$ cat src/verilog/tcr_regs.svh
// Constants of the tagged capture record formatter
`ifndef TCR_REGS_SVH
`define TCR_REGS_SVH

// ----------------------------------------------------------------
// Record type byte
// ----------------------------------------------------------------
`define TCR_TYPE_ETH        7'h10
`define TCR_TYPE_HDLC       7'h13
`define TCR_TYPE_EXT_BIT    7

// ----------------------------------------------------------------
// Record section sizes in bytes
// ----------------------------------------------------------------
`define TCR_FIXED_HDR_BYTES 5'h10
`define TCR_EXT_BYTES       5'h08
`define TCR_ETH_PRE_BYTES   5'h02
`define TCR_HDLC_PRE_BYTES  5'h04
`define TCR_PREFIX_MAX      28

// ----------------------------------------------------------------
// Tag field positions
// ----------------------------------------------------------------
`define TCR_TAG_STREAM_LSB  0
`define TCR_TAG_FILTER_LSB  6
`define TCR_TAG_HASHA_BIT   14
`define TCR_TAG_HASHB_BIT   15
`define TCR_TAG_HVAL_LSB    0
`define TCR_TAG_COLOR_LSB   4

// ----------------------------------------------------------------
// Fill values and buffer depth
// ----------------------------------------------------------------
`define TCR_OFFSET_VAL      8'h00
`define TCR_PAD_VAL         8'h00
`define TCR_FIFO_DEPTH      16

`endif

$ cat src/verilog/tcr_pkg.sv
// Types of the tagged capture record formatter
package tcr_pkg;

	// Record variant chosen per descriptor
	typedef enum logic {
		TCR_VAR_ETH,
		TCR_VAR_HDLC
	} tcr_variant_t;

	// Formatter sequence
	typedef enum logic [2:0] {
		TCR_IDLE,
		TCR_PREFIX,
		TCR_BODY,
		TCR_ZFILL,
		TCR_DRAIN,
		TCR_DONE
	} tcr_state_t;

endpackage : tcr_pkg

$ cat src/verilog/tcr_fifo_if.sv
// Valid/ready carrier between the formatter and its byte FIFO
`timescale 1ns/1ps
interface tcr_fifo_if #(parameter int W = 9);
	logic         wr_valid;
	logic         wr_ready;
	logic [W-1:0] wr_data;
	logic         rd_valid;
	logic         rd_ready;
	logic [W-1:0] rd_data;

	modport fifo (input wr_valid, wr_data, rd_ready,
		output wr_ready, rd_valid, rd_data);
	modport user (output wr_valid, wr_data, rd_ready,
		input wr_ready, rd_valid, rd_data);
endinterface : tcr_fifo_if

$ cat src/verilog/tcr_formatter.sv
// Tagged capture record formatter: header build, frame path, output
`timescale 1ns/1ps
`include "tcr_regs.svh"

// Operation
// - Ethernet record tag from classification result
// - Tag bits 0-5 hold stream number
// - Tag bits 6-13 hold filter matches
// - Tag bit 14 is CRC hash bit
// - Tag bit 15 is parity hash bit
// - Offset byte written zero, consumers ignore it
// - Pad byte, then frame, aligns layer three
// - Ethernet payload is rlen minus header, two
// - Type bit 7 set when extension follows
// - HDLC record type code is nineteen
// - HDLC tag: hash low, color above
// - HDLC record carries four-byte protocol header
// - HDLC payload is rlen minus header, four
// - Ethernet record type code is sixteen
module tcr_formatter #(
	parameter int FIFO_DEPTH = `TCR_FIFO_DEPTH
) (
	input  wire logic                  SYS_CLK,
	input  wire logic                  RESETN,
	input  wire logic                  CE,
	// Per-frame descriptor
	input  wire logic                  DESC_VALID,
	output logic                       DESC_READY,
	input  wire tcr_pkg::tcr_variant_t DESC_VARIANT,
	input  wire logic [63:0]           TIMESTAMP,
	input  wire logic [7:0]            PORT_FLAGS,
	input  wire logic [15:0]           FRAME_LEN,
	input  wire logic [5:0]            STREAM_NUM,
	input  wire logic [7:0]            FILTER_MATCH,
	input  wire logic                  HASH_CRC_BIT,
	input  wire logic                  HASH_PARITY_BIT,
	input  wire logic [3:0]            HASH_VALUE,
	input  wire logic [11:0]           FILTER_COLOR,
	input  wire logic [31:0]           PROTO_HDR,
	input  wire logic                  EXT_PRESENT,
	input  wire logic [63:0]           EXT_HDR,
	// Captured frame bytes from the link side
	input  wire logic                  IN_VALID,
	output logic                       IN_READY,
	input  wire logic [7:0]            IN_DATA,
	input  wire logic                  IN_LAST,
	// Record bytes toward the capture buffer
	output logic                       OUT_VALID,
	input  wire logic                  OUT_READY,
	output logic [7:0]                 OUT_DATA,
	output logic                       OUT_LAST,
	// Status
	output logic                       LEN_ERROR,
	output logic [15:0]                RECORD_COUNT
);
	import tcr_pkg::*;

	localparam int PM = `TCR_PREFIX_MAX;

	// ------------------------------------------------------------
	// State record
	// ------------------------------------------------------------
	typedef struct packed {
		tcr_state_t          st;       // Sequence state
		logic [PM-1:0][7:0]  pre;      // Record bytes before frame
		logic [4:0]          plen;     // Prefix byte count
		logic [4:0]          idx;      // Prefix byte index
		logic [15:0]         rem;      // Frame bytes still owed
		logic                desc_rdy; // Descriptor can be taken
		logic                ovld;     // Output byte valid
		logic [7:0]          odat;     // Output byte
		logic                olast;    // Last byte of record
		logic                lerr;     // Length mismatch pulse
		logic [15:0]         rcnt;     // Finished records
	} tcr_fmt_st_t;

	tcr_fmt_st_t r_q;     // Registered state
	tcr_fmt_st_t r_d;     // Next state
	logic        adv;     // Output stage can take a byte
	logic        pop;     // Take a byte from the FIFO
	logic        f_last;  // FIFO head ends the frame
	logic [7:0]  f_byte;  // FIFO head data

	tcr_fifo_if #(.W(9)) fi ();

	// ------------------------------------------------------------
	// Helper functions
	// ------------------------------------------------------------

	// Tag value for the chosen variant
	function automatic logic [15:0] make_tag(input tcr_variant_t v);
		logic [15:0] t;
		t = 16'h0000;
		if (v == TCR_VAR_ETH) begin
			t[`TCR_TAG_STREAM_LSB +: 6] = STREAM_NUM;
			t[`TCR_TAG_FILTER_LSB +: 8] = FILTER_MATCH;
			t[`TCR_TAG_HASHA_BIT] = HASH_CRC_BIT;
			t[`TCR_TAG_HASHB_BIT] = HASH_PARITY_BIT;
		end else begin
			t[`TCR_TAG_HVAL_LSB +: 4]   = HASH_VALUE;
			t[`TCR_TAG_COLOR_LSB +: 12] = FILTER_COLOR;
		end
		return t;
	endfunction : make_tag

	// Bytes between fixed header and frame for the variant
	function automatic logic [4:0] body_pre(input tcr_variant_t v);
		return (v == TCR_VAR_ETH) ? `TCR_ETH_PRE_BYTES
			: `TCR_HDLC_PRE_BYTES;
	endfunction : body_pre

	// Whole prefix, byte 0 leaves first
	function automatic logic [PM-1:0][7:0] build_prefix(
		input tcr_variant_t v
	);
		logic [PM-1:0][7:0] p;
		logic [15:0]        rlen;
		logic [15:0]        tag;
		logic [4:0]         b;
		p    = '0;
		tag  = make_tag(v);
		// frame bytes equal rlen less header, ext, two
		// frame bytes equal rlen less header, ext, four
		rlen = 16'(`TCR_FIXED_HDR_BYTES) + FRAME_LEN
			+ 16'(body_pre(v))
			+ (EXT_PRESENT ? 16'(`TCR_EXT_BYTES) : 16'h0000);
		// Timestamp, low byte first like the host word order
		for (int i = 0; i < 8; i++) begin
			p[i] = TIMESTAMP[8*i +: 8];
		end
		p[8][6:0] = (v == TCR_VAR_ETH) ? `TCR_TYPE_ETH
			: `TCR_TYPE_HDLC;
		p[8][`TCR_TYPE_EXT_BIT] = EXT_PRESENT;
		p[9]  = PORT_FLAGS;
		p[10] = rlen[15:8];
		p[11] = rlen[7:0];
		p[12] = tag[15:8];
		p[13] = tag[7:0];
		p[14] = FRAME_LEN[15:8];
		p[15] = FRAME_LEN[7:0];
		b = `TCR_FIXED_HDR_BYTES;
		if (EXT_PRESENT) begin
			for (int i = 0; i < 8; i++) begin
				p[16 + i] = EXT_HDR[63 - 8*i -: 8];
			end
			b = b + `TCR_EXT_BYTES;
		end
		if (v == TCR_VAR_ETH) begin
			p[b] = `TCR_OFFSET_VAL;
			p[b + 5'h01] = `TCR_PAD_VAL;
		end else begin
			for (int i = 0; i < 4; i++) begin
				p[b + 5'(i)] = PROTO_HDR[31 - 8*i -: 8];
			end
		end
		return p;
	endfunction : build_prefix

	// ------------------------------------------------------------
	// Frame buffer
	// ------------------------------------------------------------

	// Link bytes queue here while the header goes out
	tcr_fifo #(
		.W (9),
		.D (FIFO_DEPTH)
	) u_fifo (
		.clk   (SYS_CLK),
		.rst_n (RESETN),
		.ce    (CE),
		.f     (fi.fifo)
	);

	assign fi.wr_valid = IN_VALID;
	assign fi.wr_data  = {IN_LAST, IN_DATA};
	assign fi.rd_ready = pop;
	assign f_last      = fi.rd_data[8];
	assign f_byte      = fi.rd_data[7:0];

	// ------------------------------------------------------------
	// Record sequencer
	// ------------------------------------------------------------
	always_comb begin
		r_d      = r_q;
		r_d.lerr = 1'b0;
		pop      = 1'b0;
		adv      = !r_q.ovld || OUT_READY;
		// Byte consumed downstream
		if (adv) begin
			r_d.ovld  = 1'b0;
			r_d.olast = 1'b0;
		end
		case (r_q.st)
			// Wait for the next frame's descriptor
			TCR_IDLE: begin
				if (DESC_VALID && r_q.desc_rdy) begin
					r_d.desc_rdy = 1'b0;
					r_d.pre      = build_prefix(DESC_VARIANT);
					r_d.plen     = `TCR_FIXED_HDR_BYTES
						+ body_pre(DESC_VARIANT)
						+ (EXT_PRESENT ? `TCR_EXT_BYTES : 5'h00);
					r_d.idx      = 5'h00;
					r_d.rem      = FRAME_LEN;
					r_d.st       = TCR_PREFIX;
				end
			end
			// Header, extension and offset/pad or protocol bytes
			TCR_PREFIX: begin
				if (adv) begin
					r_d.ovld = 1'b1;
					r_d.odat = r_q.pre[r_q.idx];
					r_d.idx  = r_q.idx + 5'h01;
					if (r_q.idx == r_q.plen - 5'h01) begin
						// Empty frame still needs its bytes drained
						r_d.olast = (r_q.rem == 16'h0000);
						r_d.st    = (r_q.rem == 16'h0000) ? TCR_DRAIN
							: TCR_BODY;
					end
				end
			end
			// Frame bytes straight after the prefix
			TCR_BODY: begin
				if (adv && fi.rd_valid) begin
					pop       = 1'b1;
					r_d.ovld  = 1'b1;
					r_d.odat  = f_byte;
					r_d.rem   = r_q.rem - 16'h0001;
					r_d.olast = (r_q.rem == 16'h0001);
					if (r_q.rem == 16'h0001) begin
						// Longer frame than declared: drop the tail
						r_d.lerr = !f_last;
						r_d.st   = f_last ? TCR_DONE : TCR_DRAIN;
					end else if (f_last) begin
						// Short frame: keep rlen honest with zeros
						r_d.lerr = 1'b1;
						r_d.st   = TCR_ZFILL;
					end
				end
			end
			// Zero fill for a frame that ended early
			TCR_ZFILL: begin
				if (adv) begin
					r_d.ovld  = 1'b1;
					r_d.odat  = 8'h00;
					r_d.rem   = r_q.rem - 16'h0001;
					r_d.olast = (r_q.rem == 16'h0001);
					if (r_q.rem == 16'h0001) begin
						r_d.st = TCR_DONE;
					end
				end
			end
			// Discard bytes up to the frame end marker
			TCR_DRAIN: begin
				if (fi.rd_valid) begin
					pop = 1'b1;
					if (f_last) begin
						r_d.st = TCR_DONE;
					end
				end
			end
			// Record closed, count it and reopen
			TCR_DONE: begin
				r_d.rcnt     = r_q.rcnt + 16'h0001;
				r_d.desc_rdy = 1'b1;
				r_d.st       = TCR_IDLE;
			end
			default: begin
				r_d.st       = TCR_IDLE;
				r_d.desc_rdy = 1'b1;
			end
		endcase
		// Frozen clock enable must not eat FIFO bytes
		if (!CE) begin
			pop = 1'b0;
		end
	end

	// ------------------------------------------------------------
	// State register
	// ------------------------------------------------------------
	always_ff @(posedge SYS_CLK or negedge RESETN) begin
		if (!RESETN) begin
			r_q          <= '0;
			r_q.st       <= TCR_IDLE;
			r_q.desc_rdy <= 1'b1;
		end else if (CE) begin
			r_q <= r_d;
		end
	end

	// ------------------------------------------------------------
	// Outputs, all from flip-flops
	// ------------------------------------------------------------
	assign DESC_READY   = r_q.desc_rdy;
	assign IN_READY     = fi.wr_ready;
	assign OUT_VALID    = r_q.ovld;
	assign OUT_DATA     = r_q.odat;
	assign OUT_LAST     = r_q.olast;
	assign LEN_ERROR    = r_q.lerr;
	assign RECORD_COUNT = r_q.rcnt;

endmodule : tcr_formatter

$ cat src/verilog/tcr_fifo.sv
// Byte FIFO with registered write-side ready
`timescale 1ns/1ps
module tcr_fifo #(
	parameter int W = 9,
	parameter int D = 16
) (
	input  wire logic clk,
	input  wire logic rst_n,
	input  wire logic ce,
	tcr_fifo_if.fifo  f
);
	import tcr_pkg::*;

	localparam int AW = $clog2(D);

	// All FIFO state in one record
	typedef struct packed {
		logic [D-1:0][W-1:0] mem;  // Storage
		logic [AW-1:0]       wp;   // Write pointer
		logic [AW-1:0]       rp;   // Read pointer
		logic [AW:0]         cnt;  // Fill level
		logic                rdy;  // Room left, registered
	} tcr_fifo_st_t;

	tcr_fifo_st_t r_q;
	tcr_fifo_st_t r_d;
	logic         push;
	logic         pop;

	// ------------------------------------------------------------
	// Next state
	// ------------------------------------------------------------
	always_comb begin
		r_d  = r_q;
		push = f.wr_valid && r_q.rdy;
		pop  = f.rd_ready && (r_q.cnt != '0);
		// Write into the free slot
		if (push) begin
			r_d.mem[r_q.wp] = f.wr_data;
			r_d.wp          = (r_q.wp == AW'(D - 1)) ? '0 : r_q.wp + 1'b1;
		end
		// Retire the oldest word
		if (pop) begin
			r_d.rp = (r_q.rp == AW'(D - 1)) ? '0 : r_q.rp + 1'b1;
		end
		r_d.cnt = r_q.cnt + (AW+1)'(push) - (AW+1)'(pop);
		// Ready is registered from the next fill level, so it never over-fills
		r_d.rdy = (r_d.cnt < (AW+1)'(D));
	end

	// ------------------------------------------------------------
	// State register
	// ------------------------------------------------------------
	always_ff @(posedge clk or negedge rst_n) begin
		if (!rst_n) begin
			r_q     <= '0;
			r_q.rdy <= 1'b1;
		end else if (ce) begin
			r_q <= r_d;
		end
	end

	assign f.wr_ready = r_q.rdy;
	assign f.rd_valid = (r_q.cnt != '0);
	assign f.rd_data  = r_q.mem[r_q.rp];

endmodule : tcr_fifo

$ cat config.mk
export PLATFORM = sky130hd
export DESIGN_NAME = tcr_formatter
export DESIGN_NICKNAME = d
export VERILOG_FILES = /design/src/verilog/tcr_pkg.sv /design/src/verilog/tcr_fifo_if.sv /design/src/verilog/tcr_formatter.sv /design/src/verilog/tcr_fifo.sv
export VERILOG_INCLUDE_DIRS = /design/src /design/src/verilog
export SDC_FILE = /design/constraint.sdc
export NUM_CORES = 1
export LEC_CHECK = 0
export BUFFER_PORTS_ARGS = -buffer_cell sky130_fd_sc_hd__buf_2
export CAP_MARGIN = 20
export CELL_PAD_IN_SITES_DETAIL_PLACEMENT = 0
export CELL_PAD_IN_SITES_GLOBAL_PLACEMENT = 1
export CORE_MARGIN = 5
export CORE_UTILIZATION = 45
export CTS_BUF_LIST = sky130_fd_sc_hd__clkbuf_2
export DETAILED_ROUTE_END_ITERATION = 16
export PLACE_DENSITY_LB_ADDON = 0.1
export SKIP_CTS_REPAIR_TIMING = 1
export SYNTH_ARGS = -nofsm -noshare
export SYNTH_HDL_FRONTEND = slang
export SYNTH_HIERARCHICAL = 1
export SYNTH_SLANG_ARGS = --single-unit
export TNS_END_PERCENT = 20
$ cat constraint.sdc
create_clock -name SYS_CLK -period 6.1 [get_ports SYS_CLK]
set_clock_uncertainty 0.05 [all_clocks]
set_input_delay 0.61 -clock SYS_CLK [delete_from_list [all_inputs] [get_ports SYS_CLK]]
set_output_delay 0.61 -clock SYS_CLK [all_outputs]
set_load 0.01 [all_outputs]
==> impl_metrics.toml <==
[outcome]
status = "complete, no violations"

[global_routing]
met3_layer_usage_reported_by_global_route_pct = 5.04
met1_global_route_usage_pct = 30.8
met2_usage_pct = 37.2
grt_busiest_layer = "met2"
grt_antenna_before_repair = 2
maximum_number_of_pins_on_one_net_before_global_route_repair = 194
gr-usage-all-layers_pct = 22.8
grt_first_pass_wirelength_um = 95400
remaining_global_route_overflow = 0
first_global_vias = 16900

[pwr]
p_clk_share_pct = 27.3
vdd.ir_drop.worst_mv = 0.151
relative_contribution_of_sequential_cells_to_total_power_pct = 46.3
power.net_switching_mw = 2.69
internal_power_mw = 5.14
swShare_pct = 34.4
combPwrFrac_pct = 26.5
power_total_mw = 7.84
power.density_cell_area_nw_per_um2 = 294
leakagePower_nw = 13.1

[route]
drt-pass1-iter-count = 5
drt_drc_violations_left = 0
finalWirelength_um = 63600
dr.first_iter.drc_count = 1112
drt-vias-per-instance = 5.35
wl_per_cell_um = 19.9
final_antenna_net_count = 0
num_vias = 17100

[die]
rows = 80
die_width_um = 229
fp.dieArea_sq_um = 52500
design.portCount = 262
core_area_sq_um = 47600
die_h_um = 229
initial_core_utilization_pct = 45.3

[logic_synthesis]
syn_avg_cell_area_sq_um = 10.7
ys_ff_latch = 429
yosysWarningCount = 6
postSynthCellCount = 2016
synth-adder-area-share_pct = 1.46
netlist-cell-type-count = 79
synth_async_sr_flop_share_pct = 100
area_of_the_mapped_netlist_sq_um = 21600
ys_top_cells_by_area = "sky130_fd_sc_hd__dfrtp_1, sky130_fd_sc_hd__nand2_1, sky130_fd_sc_hd__mux2_2, sky130_fd_sc_hd__mux4_2, sky130_fd_sc_hd__mux2i_1"
post_synthesis_mux_area_share_pct = 18.4
postSynth.topFlopCell = "sky130_fd_sc_hd__dfrtp_1"
synth-simple-area-share_pct = 16.1
synth_compound_gate_area_share_pct = 8.11
synth_top_family_by_area = "multiplexers"
synth-edff-count = 0
top_cell_type_by_total_area_after_synthesis = "sky130_fd_sc_hd__dfrtp_1"
synth_largest_type_area_fraction_pct = 49.5
synth.yosys.seq_area_share_pct = 49.7
number_of_nets_produced_by_synthesis = 2273
synth_xor_area_share_pct = 1.85

[clock_tree]
ctsLongestPathBuffers = 3
cts_tree = "yes"
cts_root_buf = "sky130_fd_sc_hd__clkbuf_2"
clkTransAtPathRegs_ns = 0.11
cts_num_sinks = 429
cts_max_level = 3
clkLatencyLatePin_ns = 1.14
cts_made_buffers = 114

[timing]
post-route-period-util_pct = 57.9
max_freq_ghz = 0.283
setup-violations-final = 0
final.min_clock_period_ns = 3.53
slew_headroom_pct = 36.7
hold_viol_final = 0
report.final.slew_viol_count = 0
rsz0062_at_grt = "false"
tns_ns = 0
worstMarginPinSlew_ns = 0.949

[placement]
gpl.final_weighted_congestion = 0.816
place_area_sq_um = 23100
io_buffers = 261
dpl.hpwl_um = 41100

[setup_path]
timing.critical_path.slowest_cell_delay_ns = 0.59
path_cells = "inv_1 -> ha_1 -> or4b_1 -> nand2_1 -> a211oi_1 -> and2_1 -> ha_1 -> inv_1 -> ha_1 -> fa_1 -> a21oi_1 -> o21ba_2 -> xnor3_1 -> mux2_2"
timing_worst_setup_path_type = "flip-flop to flip-flop"
worst_setup_start_kind = "flip-flop"
crit_path_frequent_cell = "sky130_fd_sc_hd__ha_1"
critical_path_required_ns = 7.13
slowest_stage = "sky130_fd_sc_hd__or4b_1"
critPathArrivalTime_ns = 4.56
maximum_net_fanout_on_the_critical_path = 7
critPathCaptureType = "flip-flop"

[final_layout]
syn_to_final_growth_pct = 23.4
layout.cells.most_common_list = "sky130_fd_sc_hd__nand2_1, sky130_fd_sc_hd__dfrtp_1, sky130_fd_sc_hd__buf_2, sky130_fd_sc_hd__dlygate4sd3_1, sky130_fd_sc_hd__clkbuf_2"
fin_area_sq_um = 26600
layout-drive-gt1-share_pct = 27.3
final_common_cell = "sky130_fd_sc_hd__nand2_1"
final_nets = 2756

[worst_hold_path]
min_path_type = "input port to flip-flop"

[run]
max-cap-violations = 0
==> power groups by stage <==
stage / Combinational (mW) / Clock, mW / Sequential, mW
after floorplan: 1.55 / 0 / 3.45
after global placement: 1.90 / 0 / 3.68
after detailed placement: 1.95 / 0 / 3.69
after CTS: 1.95 / 2.22 / 3.63
after global routing: 2.25 / 2.37 / 3.69
final: 2.07 / 2.14 / 3.63
==> through the flow <==
step                hold WS (ns)  cells  utilization [%]  worst slack (ns)
finish                     0.179   3202             55.9              2.57
global placement           0.397   2749             48.3              2.68
CTS                       -0.711   2953             50.7              2.56
detailed placement         0.405   2751             48.4              2.60
floorplan                  0.264   2016                -              2.93
global route              0.0638   3202             55.9              2.38
==> registers in the layout (all words and copies together), names as in the netlist <==
register	count
r_q	243
RECORD_COUNT	16
u_fifo/f.wr_ready	1
OUT_DATA	8
OUT_VALID	1
u_fifo/r_q	157
DESC_READY	1
OUT_LAST	1
LEN_ERROR	1
==> per-layer routing <==
layer	up-vias	part of all wire [%]
li1	8076	-
met1	8439	42
met2	498	50
met3	127	5.1
met4	0	2.7
met5	-	0
==> final timing paths <==
check,startpoint,to,slack [ns],depth (start not counted)
worst max-delay path,u_fifo/r_q[4],u_fifo/f.wr_ready,2.57,14
worst min-delay path,TIMESTAMP[35],r_q[89],0.18,4
worst max register to register,u_fifo/r_q[4],u_fifo/f.wr_ready,2.57,14
worst min register to register,RECORD_COUNT[15],RECORD_COUNT[15],0.42,1
max in group asynchronous,RESETN,r_q[45],4.17,4
min in group asynchronous,RESETN,u_fifo/r_q[116],0.48,3
==> Yosys cell counts, drive strengths merged, types with 20 or more instances <==
library cell	n
a21oi	39
a221oi	51
a22oi	27
buf	90
clkbuf	68
dfrtp	427
ha	22
inv	20
mux2	156
mux2i	83
mux4	56
nand2	511
nand3	90
nor2	95
o21ai	77
xnor2	33
==> cell type report <==
| cell class | count | area, sq um |
|---|---|---|
| Fill cell | 4257 | 21000 |
| Sequential cell | 429 | 10700 |
| Multi-Input combinational cell | 1406 | 9940 |
| Timing Repair Buffer | 525 | 4020 |
| Clock buffer | 180 | 901 |
| Tap cell | 615 | 769 |
| Clock inverter | 22 | 183 |
| Inverter | 23 | 86.3 |
| Antenna cell | 2 | 5.00 |
==> worst max-delay path, delay by kind of cell, from the launching register on <==
family / cells / cell delay [ns]
XOR/XNOR: 1 / 0.23
AO/OA/AOI/OAI: 3 / 0.40
adder cells (fa/ha/maj): 4 / 1.06
multiplexers: 1 / 0.27
buffers and inverters: 2 / 0.15
flip-flops: 1 / 0.43
AND/OR/NAND/NOR: 3 / 0.90
==> kinds of logic (layout without fill, tap and decap cells) <==
group	count (synthesis)	after routing
compound gates	258	258
xor+xnor	44	44
fa+ha+maj	24	24
buf+inv	181	750
flops	429	429
mux	295	295
other cells	0	2
simple gates	785	785
Note: power is estimated with default switching activity, not from simulation.
